$ cat config.mk
export PLATFORM = sky130hd
export DESIGN_NAME = tb2_timer_block
export DESIGN_NICKNAME = d
export VERILOG_FILES = /design/src/tb2_pkg.sv /design/src/tb2_timer_block.sv
export SDC_FILE = /design/constraint.sdc
export NUM_CORES = 1
export LEC_CHECK = 0
export BUFFER_PORTS_ARGS = -buffer_cell sky130_fd_sc_hd__buf_2
export CAP_MARGIN = 25
export CORE_AREA = 2 2 89 134
export CTS_BUF_LIST = sky130_fd_sc_hd__clkbuf_4 sky130_fd_sc_hd__clkbuf_8
export DETAILED_ROUTE_END_ITERATION = 16
export DIE_AREA = 0 0 91 136
export PLACE_DENSITY = 0.83
export SLEW_MARGIN = 5
export SYNTH_ARGS = -nofsm -noshare
export SYNTH_HDL_FRONTEND = slang
export SYNTH_SLANG_ARGS = --single-unit
$ cat constraint.sdc
create_clock -name clk_sys -period 5.9 [get_ports clk_sys]
set_input_delay 0.295 -clock clk_sys [delete_from_list [all_inputs] [get_ports clk_sys]]
set_output_delay 0.295 -clock clk_sys [all_outputs]
set_load 0.01 [all_outputs]
$ cat src/tb2_pkg.sv
// Purpose: Shared constants and types for the second general-purpose timer block
// Assumes: 16-bit special function register port, one system clock
// Notes: Control register layout is shared by both timers

package tb2_pkg;

  // Register byte addresses
  localparam logic [15:0] TB2_ADDR_AUX_CTL = 16'hff46;
  localparam logic [15:0] TB2_ADDR_CORE_CTL = 16'hff48;
  localparam logic [15:0] TB2_ADDR_AUX_TMR = 16'hfe46;
  localparam logic [15:0] TB2_ADDR_CORE_TMR = 16'hfe48;
  localparam logic [15:0] TB2_ADDR_CAP_RELOAD = 16'hfe4a;

  // Reset values
  localparam logic [15:0] TB2_RST_CTL = 16'h0000;
  localparam logic [15:0] TB2_RST_TMR = 16'h0000;

  // Writable bit masks; reserved bits read as zero
  localparam logic [15:0] TB2_CORE_CTL_MASK = 16'h87ff;
  localparam logic [15:0] TB2_AUX_CTL_MASK = 16'hf1ff;

  // Mode field codes
  localparam logic [2:0] TB2_MODE_TIMER = 3'h0;
  localparam logic [2:0] TB2_MODE_COUNTER = 3'h1;
  localparam logic [2:0] TB2_MODE_GATE_LO = 3'h2;
  localparam logic [2:0] TB2_MODE_GATE_HI = 3'h3;

  // Counter-mode edge selection (low two bits of input select)
  localparam logic [1:0] TB2_EDGE_RISE = 2'h1;
  localparam logic [1:0] TB2_EDGE_FALL = 2'h2;
  localparam logic [1:0] TB2_EDGE_BOTH = 2'h3;

  // Prescaler: least division is four system clocks
  localparam logic [8:0] TB2_PRESCALE_BASE = 9'h004;
  localparam int TB2_PRESCALE_W = 9;

  // Finest resolution at the reference clock
  localparam int TB2_REF_CLK_MHZ = 20;
  localparam int TB2_MIN_RES_NS = 200;
  localparam int TB2_MIN_RES_CYC = TB2_MIN_RES_NS * TB2_REF_CLK_MHZ / 1000;

  // Pin bundle indices
  localparam int TB2_PIN_CORE_IN = 0;
  localparam int TB2_PIN_CORE_DIR = 1;
  localparam int TB2_PIN_AUX_IN = 2;
  localparam int TB2_PIN_AUX_DIR = 3;
  localparam int TB2_PIN_CAP = 4;
  localparam int TB2_NPINS = 5;

  // Control word; hi holds reload enable (core) or capture controls (aux)
  typedef struct packed {
    logic [4:0] hi;
    logic otl;
    logic oe;
    logic ude;
    logic ud;
    logic run;
    logic [2:0] mode;
    logic [2:0] isel;
  } tb2_ctl_s;

  // Aux hi bits: [4] capture enable, [3] clear on capture, [2:1] capture edge
  localparam int TB2_HI_RELOAD = 4;
  localparam int TB2_HI_CAP_EN = 4;
  localparam int TB2_HI_CAP_CLR = 3;

  typedef struct packed {
    logic [15:0] addr;
    logic wr;
    logic rd;
    logic [15:0] wdata;
  } tb2_sfr_req_s;

endpackage

$ cat src/tb2_timer_block.sv
// Purpose: Second timer block: core up/down timer with toggle latch, auxiliary timer, capture/reload
// Assumes: Pins are asynchronous to clk_sys; the CPU reaches registers through the SFR port
// Notes: Pin events lag the pin by two clocks (two sync stages; edge stage only holds the previous sample)
// Functional notes
// - Core timer, auxiliary timer and one shared 16-bit capture/reload register.
// - Finest increment is one count per four system clocks.
// - Each timer has one input pin: gate in gated mode, count in counter mode.
// - CPU reads and overwrites both timer values any time; both count up or down.
// - Toggle latch (control bit 10) flips on every core wrap; software may set it.
// - Output enable (bit 9) puts toggle latch on output pin; otherwise output is low.
// - Reload enable (bit 15) loads core timer from capture/reload on wrap.
// - Capture pin edge copies auxiliary timer into capture/reload, optionally clearing it.
// - Toggle latch edges from core wraps can clock the auxiliary timer.
// - Core timer counts only while run bit 6 is set; otherwise holds.
// - Gated mode counts only with run set and gate pin at active level.
// - Mode 000 timer, 001 counter, 010 gate low, 011 gate high; 1xx idle.
// - Input select is prescaler in timer modes and edge select in counter mode.
// - Without external direction, direction bit alone: 0 up, 1 down.
// - With external direction, pin high means down; direction bit inverts it.
// - Direction changes take effect whether running or stopped.
// - Counter mode select 001 rise, 010 fall, 011 both, 000 off; 1xx takes toggle latch edges on aux, idle on core.
// - Timer mode prescaler is 4 times two to the input select.

`timescale 1ns/1ps
`default_nettype none

module tb2_timer_block (
  input wire logic clk_sys,
  input wire logic rst_n,
  input wire tb2_pkg::tb2_sfr_req_s sfr_req,
  output logic [15:0] sfr_rdata,
  input wire logic core_input_pin,
  input wire logic core_direction_pin,
  input wire logic aux_input_pin,
  input wire logic aux_direction_pin,
  input wire logic capture_input_pin,
  output logic toggle_output_pin
);
  import tb2_pkg::*;

  // Elaboration guard: base divider must give the finest resolution
  if (TB2_MIN_RES_CYC != int'(TB2_PRESCALE_BASE)) begin : g_bad_res
    $error("Prescaler base does not match finest resolution");
  end

  // Reset release synchroniser
  logic rst_m_q;
  logic rst_s_n;
  always_ff @(posedge clk_sys or negedge rst_n) begin
    if (!rst_n) begin
      rst_m_q <= 1'b0;
      rst_s_n <= 1'b0;
    end else begin
      rst_m_q <= 1'b1;
      rst_s_n <= rst_m_q;
    end
  end

  // Pin synchronisers; third stage only feeds edge detection
  logic [TB2_NPINS-1:0] pin_m_q;
  logic [TB2_NPINS-1:0] pin_s_q;
  logic [TB2_NPINS-1:0] pin_p_q;
  wire [TB2_NPINS-1:0] pin_raw = {capture_input_pin, aux_direction_pin, aux_input_pin,
                                  core_direction_pin, core_input_pin};
  always_ff @(posedge clk_sys or negedge rst_s_n) begin
    if (!rst_s_n) begin
      pin_m_q <= '0;
      pin_s_q <= '0;
      pin_p_q <= '0;
    end else begin
      pin_m_q <= pin_raw;
      pin_s_q <= pin_m_q;
      pin_p_q <= pin_s_q;
    end
  end
  wire [TB2_NPINS-1:0] pin_rise = pin_s_q & ~pin_p_q;
  wire [TB2_NPINS-1:0] pin_fall = ~pin_s_q & pin_p_q;

  // Registers
  tb2_ctl_s core_ctl_q;
  tb2_ctl_s core_ctl_d;
  tb2_ctl_s aux_ctl_q;
  logic [15:0] core_q;
  logic [15:0] core_d;
  logic [15:0] aux_q;
  logic [15:0] aux_d;
  logic [15:0] cap_reload_q;
  logic [15:0] cap_reload_d;
  logic [TB2_PRESCALE_W-1:0] pre_q;
  logic [15:0] rdata_q;
  logic out_q;

  // Address decode
  wire wr_core_ctl = sfr_req.wr && (sfr_req.addr == TB2_ADDR_CORE_CTL);
  wire wr_aux_ctl = sfr_req.wr && (sfr_req.addr == TB2_ADDR_AUX_CTL);
  wire wr_core = sfr_req.wr && (sfr_req.addr == TB2_ADDR_CORE_TMR);
  wire wr_aux = sfr_req.wr && (sfr_req.addr == TB2_ADDR_AUX_TMR);
  wire wr_cap_reload = sfr_req.wr && (sfr_req.addr == TB2_ADDR_CAP_RELOAD);

  // Prescaler tick: low (2+isel) bits all ones; 4<<7 wraps to 0 giving mask 1ff
  function automatic logic pre_tick(input logic [2:0] isel, input logic [TB2_PRESCALE_W-1:0] cnt);
    logic [TB2_PRESCALE_W-1:0] mask;
    mask = TB2_PRESCALE_W'((TB2_PRESCALE_BASE << isel) - 9'h001);
    return (cnt & mask) == mask;
  endfunction

  // Count enable shared by both timers
  function automatic logic cnt_en(input tb2_ctl_s c, input logic gate, input logic rise,
                                  input logic fall, input logic trise, input logic tfall,
                                  input logic allow_tl, input logic [TB2_PRESCALE_W-1:0] cnt);
    logic r;
    logic er;
    logic ef;
    r = 1'b0;
    er = c.isel[2] ? (allow_tl & trise) : rise;
    ef = c.isel[2] ? (allow_tl & tfall) : fall;
    case (c.mode)
      TB2_MODE_TIMER: r = pre_tick(c.isel, cnt);
      TB2_MODE_COUNTER: begin
        case (c.isel[1:0])
          TB2_EDGE_RISE: r = er;
          TB2_EDGE_FALL: r = ef;
          TB2_EDGE_BOTH: r = er | ef;
          default: r = 1'b0;
        endcase
      end
      TB2_MODE_GATE_LO: r = pre_tick(c.isel, cnt) & ~gate;
      TB2_MODE_GATE_HI: r = pre_tick(c.isel, cnt) & gate;
      default: r = 1'b0;
    endcase
    return c.run & r;
  endfunction

  // Direction: pin selects when enabled, direction bit inverts; applies live
  wire core_down = core_ctl_q.ude ? (pin_s_q[TB2_PIN_CORE_DIR] ^ core_ctl_q.ud) : core_ctl_q.ud;
  wire aux_down = aux_ctl_q.ude ? (pin_s_q[TB2_PIN_AUX_DIR] ^ aux_ctl_q.ud) : aux_ctl_q.ud;

  // Core counting and wrap
  wire core_en = cnt_en(core_ctl_q, pin_s_q[TB2_PIN_CORE_IN], pin_rise[TB2_PIN_CORE_IN],
                        pin_fall[TB2_PIN_CORE_IN], 1'b0, 1'b0, 1'b0, pre_q);
  wire core_wrap = core_en && (core_down ? (core_q == 16'h0000) : (core_q == 16'hffff));
  wire [15:0] core_step = core_down ? (core_q - 16'h0001) : (core_q + 16'h0001);
  wire core_reload = core_wrap && core_ctl_q.hi[TB2_HI_RELOAD];

  // Only hardware toggles clock the auxiliary timer, never software writes
  wire tl_rise = core_wrap && !core_ctl_q.otl;
  wire tl_fall = core_wrap && core_ctl_q.otl;

  // Auxiliary counting
  wire aux_en = cnt_en(aux_ctl_q, pin_s_q[TB2_PIN_AUX_IN], pin_rise[TB2_PIN_AUX_IN],
                       pin_fall[TB2_PIN_AUX_IN], tl_rise, tl_fall, 1'b1, pre_q);
  wire [15:0] aux_step = aux_down ? (aux_q - 16'h0001) : (aux_q + 16'h0001);

  // Capture trigger on selected edge of capture pin
  wire [1:0] cap_sel = aux_ctl_q.hi[2:1];
  wire cap_edge = (cap_sel[0] & pin_rise[TB2_PIN_CAP]) | (cap_sel[1] & pin_fall[TB2_PIN_CAP]);
  wire cap_evt = aux_ctl_q.hi[TB2_HI_CAP_EN] && cap_edge;

  // Next-state selection; software writes win over counting
  always_comb begin
    core_ctl_d = wr_core_ctl ? tb2_ctl_s'(sfr_req.wdata & TB2_CORE_CTL_MASK) : core_ctl_q;
    core_ctl_d.otl = core_ctl_d.otl ^ core_wrap;
    core_d = core_q;
    if (wr_core) begin
      core_d = sfr_req.wdata;
    end else if (core_reload) begin
      core_d = cap_reload_q;
    end else if (core_en) begin
      core_d = core_step;
    end
    aux_d = aux_q;
    if (wr_aux) begin
      aux_d = sfr_req.wdata;
    end else if (cap_evt && aux_ctl_q.hi[TB2_HI_CAP_CLR]) begin
      aux_d = 16'h0000;
    end else if (aux_en) begin
      aux_d = aux_step;
    end
    // Hardware capture wins over a software write in the same cycle
    cap_reload_d = cap_evt ? aux_q : (wr_cap_reload ? sfr_req.wdata : cap_reload_q);
  end

  // Read mux; unmapped addresses read zero
  logic [15:0] rd_mux;
  assign rd_mux = (sfr_req.addr == TB2_ADDR_CORE_CTL) ? 16'(core_ctl_q) :
                  (sfr_req.addr == TB2_ADDR_AUX_CTL) ? 16'(aux_ctl_q) :
                  (sfr_req.addr == TB2_ADDR_CORE_TMR) ? core_q :
                  (sfr_req.addr == TB2_ADDR_AUX_TMR) ? aux_q :
                  (sfr_req.addr == TB2_ADDR_CAP_RELOAD) ? cap_reload_q : 16'h0000;

  always_ff @(posedge clk_sys or negedge rst_s_n) begin
    if (!rst_s_n) begin
      core_ctl_q <= tb2_ctl_s'(TB2_RST_CTL);
      aux_ctl_q <= tb2_ctl_s'(TB2_RST_CTL);
      core_q <= TB2_RST_TMR;
      aux_q <= TB2_RST_TMR;
      cap_reload_q <= TB2_RST_TMR;
      pre_q <= '0;
    end else begin
      core_ctl_q <= core_ctl_d;
      if (wr_aux_ctl) begin
        aux_ctl_q <= tb2_ctl_s'(sfr_req.wdata & TB2_AUX_CTL_MASK);
      end
      core_q <= core_d;
      aux_q <= aux_d;
      cap_reload_q <= cap_reload_d;
      pre_q <= pre_q + 9'h001;
    end
  end

  always_ff @(posedge clk_sys or negedge rst_s_n) begin
    if (!rst_s_n) begin
      rdata_q <= 16'h0000;
      out_q <= 1'b0;
    end else begin
      if (sfr_req.rd) begin
        rdata_q <= rd_mux;
      end
      out_q <= core_ctl_q.oe & core_ctl_q.otl;
    end
  end

  assign sfr_rdata = rdata_q;
  assign toggle_output_pin = out_q;

  // Stopped timer keeps its value
  property p_run_hold;
    @(posedge clk_sys) disable iff (!rst_s_n)
    (!core_ctl_q.run && !wr_core) |=> (core_q == $past(core_q));
  endproperty
  a_run_hold: assert property (p_run_hold) else $error("Core timer moved while stopped");

  // Fastest prescale gives at most one count per four clocks
  property p_tick_space;
    @(posedge clk_sys) disable iff (!rst_s_n)
    (core_en && core_ctl_q.mode == TB2_MODE_TIMER && core_ctl_q.isel == 3'h0) |=> !core_en [*3];
  endproperty
  a_tick_space: assert property (p_tick_space) else $error("Core ticks closer than four clocks");

  // Wrap flips the toggle latch
  property p_toggle;
    @(posedge clk_sys) disable iff (!rst_s_n)
    (core_wrap && !wr_core_ctl) |=> (core_ctl_q.otl != $past(core_ctl_q.otl));
  endproperty
  a_toggle: assert property (p_toggle) else $error("Toggle latch did not flip on wrap");

  // Disabled output stays low
  property p_out_off;
    @(posedge clk_sys) disable iff (!rst_s_n)
    (!core_ctl_q.oe) |=> !toggle_output_pin;
  endproperty
  a_out_off: assert property (p_out_off) else $error("Output pin driven while disabled");

  // Wrap with reload enabled loads the capture/reload value
  property p_reload;
    @(posedge clk_sys) disable iff (!rst_s_n)
    (core_wrap && core_ctl_q.hi[TB2_HI_RELOAD] && !wr_core) |=> (core_q == $past(cap_reload_q));
  endproperty
  a_reload: assert property (p_reload) else $error("Core timer not reloaded on wrap");

  // Capture copies the auxiliary value
  property p_capture;
    @(posedge clk_sys) disable iff (!rst_s_n)
    cap_evt |=> (cap_reload_q == $past(aux_q));
  endproperty
  a_capture: assert property (p_capture) else $error("Capture register missed auxiliary value");

  // Software down direction decrements
  property p_dir_down;
    @(posedge clk_sys) disable iff (!rst_s_n)
    (core_en && !core_ctl_q.ude && core_ctl_q.ud && !wr_core && !core_wrap) |=>
      (core_q == $past(core_q) - 16'h0001);
  endproperty
  a_dir_down: assert property (p_dir_down) else $error("Core timer did not count down");

  // Inactive gate blocks counting
  property p_gate;
    @(posedge clk_sys) disable iff (!rst_s_n)
    (core_ctl_q.mode == TB2_MODE_GATE_HI && !pin_s_q[TB2_PIN_CORE_IN]) |-> !core_en;
  endproperty
  a_gate: assert property (p_gate) else $error("Core timer counted with gate inactive");

  // Upward wrap lands on zero
  property p_wrap_up;
    @(posedge clk_sys) disable iff (!rst_s_n)
    (core_en && !core_down && core_q == 16'hffff && !core_ctl_q.hi[TB2_HI_RELOAD] && !wr_core) |=>
      (core_q == 16'h0000);
  endproperty
  a_wrap_up: assert property (p_wrap_up) else $error("Core timer did not wrap to zero");

  // Direction pin high with direction bit clear counts down
  property p_ext_down;
    @(posedge clk_sys) disable iff (!rst_s_n)
    (core_en && core_ctl_q.ude && !core_ctl_q.ud && pin_s_q[TB2_PIN_CORE_DIR] && !wr_core && !core_wrap) |=>
      (core_q == $past(core_q) - 16'h0001);
  endproperty
  a_ext_down: assert property (p_ext_down) else $error("Core timer ignored direction pin");

  // Counter mode with no edge selected never counts
  property p_cnt_off;
    @(posedge clk_sys) disable iff (!rst_s_n)
    (core_ctl_q.mode == TB2_MODE_COUNTER && core_ctl_q.isel == 3'h0) |-> !core_en;
  endproperty
  a_cnt_off: assert property (p_cnt_off) else $error("Core timer counted with no edge selected");

endmodule

`default_nettype wire

==> summary.txt <==
Layout
  • Fin cells: 975
  • Layout Nets: 886
  • Final instance area: 8010 um2
  • Syn-to-layout area delta: 12.7%
  • # fillers: 868
  • Layout cells sized above 1: 0.173
  • Number of diodes: 0
  • Register area: 2860 um2
  • Multi-input logic area: 4010 um2

Status
  • Status: finished clean

Route
  • Routed WL: 18300 um
  • Routed Antenna Nets: 0
  • Via count: 6234
  • DR iter-0 viols: 631
  • Drt pass-1 iters: 7
  • Post-DR wirelength/cell: 18.8 um
  • Vias per inst: 6.39
  • DR DRC count: 0

Synth
  • Count leader, synth: dfrtp_1
  • Warnings, synthesis: 0
  • Synth Register Bits: 114
  • Yosys cell types: 62
  • Post-synth EDFFs: 0
  • Yosys top cell by area: dfrtp_1
  • Cell Area, Synth: 7110 um2
  • Synth Instances: 757
  • Top post-synthesis cells by area: dfrtp_1, mux2i_1, ha_1
  • Async S/R FF share, synth: 1.00
  • Yosys top cell area share: 0.401
  • Synth cell count leaders: dfrtp_1, nor2_1, nand2_1
  • Avg Cell Area, Syn: 9.39 um2
  • Top FF cell, synth: dfrtp_1
  • Sequential area share after synthesis: 0.401
  • Post-Syn Nets: 831

Critical path
  • WP buf/inv: 1
  • CP arrival: 3.96 ns
  • Crit-path max FO: 15
  • CP Capture Type: flop
  • WS Path Type: flop to flop
  • CP Launch Type: flop
  • Critical Path Max Stage Delay: 0.65 ns
  • Crit-path slowest cell: o41ai_1
  • Data required time at the worst endpoint: 6.19 ns
  • Cell Chain, Critical Path: nand2_1 -> xor2_1 -> inv_1 -> ha_1 -> a211o_1 -> o211ai_1 -> a221oi_1 -> o41ai_1 -> xnor2_1 -> mux2_2 -> mux2i_1 -> a21oi_1
  • Crit path max-delay family: compound AO/OA/AOI/OAI gates

STA
  • Final setup margin: 2.23 ns
  • Fin. max-slew vios: 0
  • Fin crit period: 3.67 ns
  • Final period util: 0.623
  • Hold_ws: 0.137 ns
  • Setup-failing EPs final: 0
  • Rel. slew slack: 0.332
  • Final hold vios: 0
  • Unrepaired setup endpoints after global routing: false
  • Least-Margin Pin Slew: 1.00 ns
  • Max Clk Rate: 272 MHz
  • TNS Setup: 0 ns
  • Layout Skew: 0.0126 ns

Min path
  • HP Class: input pin to flop

Run
  • Max Cap Violations: 0

Place
  • Routability cong.: 0.887
  • PortBufs: 57
  • Worst slack at placement: 1.88 ns
  • Placed cells: 934
  • DP Area: 7480 um2
  • Final HPWL DP: 13200 um

CTS
  • Clock tree buffer depth: 2
  • Hold Buf Count CTS: 6
  • Skew-Pair Late Insertion Delay: 0.45 ns
  • Clock transition at the registers of the reported paths: 0.06 ns
  • Num CTS Buffers: 17
  • Clock sinks: 114
  • Cts repair resizes: 0
  • Clk Tree Root Cell: clkbuf_8
  • H-tree Lvls: 4
  • Setup Fix Bufs, Post-CTS: 0
  • CTS tree: built

Floorplanning
  • DIE AREA: 12400 um2
  • Floorplan row count: 48
  • Starting Density: 0.630
  • Die Width: 91 um
  • Die height: 136 um
  • Core area: 11300 um2
  • Top Ports: 58

GRT
  • First-pass GRT wire length: 30000 um
  • Largest net degree at the start of global routing: 68
  • Total gr overflow: 0
  • Vias in the first global route: 5962
  • Total GRT Usage: 0.305
  • Initial antenna violation count: 0

Pwr
  • PwrDens: 213 nW/um2
  • Worst IR Drop VDD: 0.000187 V
  • Leak: 3.65 nW
==> logic make-up (layout without fill, tap and decap cells) <==
| family | Yosys count | count (layout) | share of synthesized area |
|---|---|---|---|
| flip-flops | 114 | 114 | 0.401 |
| adder cells (fa/ha/maj) | 33 | 33 | 0.0602 |
| AO/OA/AOI/OAI | 206 | 206 | 0.189 |
| buffers and inverters | 60 | 128 | 0.0356 |
| other | 1 | 1 | 0.000527 |
| multiplexers | 69 | 69 | 0.102 |
| XOR/XNOR | 37 | 37 | 0.0456 |
| AND/OR/NAND/NOR | 237 | 237 | 0.166 |
==> layout by cell type (no fill, tap or decap), types with 12 or more instances in the layout <==
cell,Yosys,layout
dfrtp_1,114,113
nor2_1,73,73
nand2_1,66,66
o21ai_0,59,59
buf_2,4,57
mux2i_1,42,42
a21oi_1,40,39
ha_1,31,31
xnor2_1,29,29
mux2_2,27,27
inv_1,23,23
clkbuf_8,0,19
nand3_1,15,15
a2bb2oi_1,15,15
nor3_1,12,12
==> worst reg2reg max path, delay by kind of cell (launching register included) <==
family                   cells  cell delay (ns)
AO/OA/AOI/OAI                5             1.29
XOR/XNOR                     2             0.47
adder cells (fa/ha/maj)      1             0.40
buffers and inverters        1             0.34
flip-flops                   1             0.40
multiplexers                 2             0.52
AND/OR/NAND/NOR              1             0.10
==> power by group <==
group / internal, mW / switching [mW]
combinational: 0.0334 / 0.0523
clock: 0.494 / 0.318
sequential: 0.795 / 0.0153
total: 1.32 / 0.385
==> cell type report <==
class                      count  area share
tap                          150      0.0234
clock inverter                10      0.0195
timing repair buffer          73      0.0539
clock buffer                  22      0.0354
multi-input combinational    583       0.501
inverter                      23      0.0108
sequential                   114       0.356
==> registers in the layout (all words and copies together), names as in the netlist, 3 cells and up <==
name          count
aux_ctl_q        13
aux_q            16
cap_reload_q     16
core_ctl_q       12
core_q           16
pin_m_q           5
pin_p_q           3
pin_s_q           5
pre_q             9
sfr_rdata        16
==> metrics by stage <==
| stage | total power [mW] | utilization |
|---|---|---|
| 3_5_place_dp | 0.905 | 0.662 |
| 5_1_grt | 1.75 | 0.710 |
| 4_1_cts | 1.71 | 0.707 |
| 6_report | 1.71 | 0.710 |
| 2_1_floorplan | 0.860 | - |
| 3_3_place_gp | 0.903 | 0.662 |
==> layer usage <==
metal,share of wire,global-route usage
met5,0,0
met4,0.037,0.129
met3,0.063,0.0565
met2,0.50,0.502
met1,0.40,0.396
==> path summary, 6_finish.rpt <==
path                                     from            to  slack [ns]  cells past startpoint
worst max register to register  core_ctl_q[8]     core_q[9]        2.23                     12
min in group asynchronous               rst_n       rst_s_n        0.16                      2
max in group asynchronous             rst_s_n  sfr_rdata[8]        4.31                      1
worst min register to register        rst_s_n  aux_ctl_q[1]        0.34                      0
worst min-delay path               sfr_req[5]     core_q[5]        0.14                      3
worst max-delay path            core_ctl_q[8]     core_q[9]        2.23                     12
No activity file was read; power rests on OpenSTA's default activity.
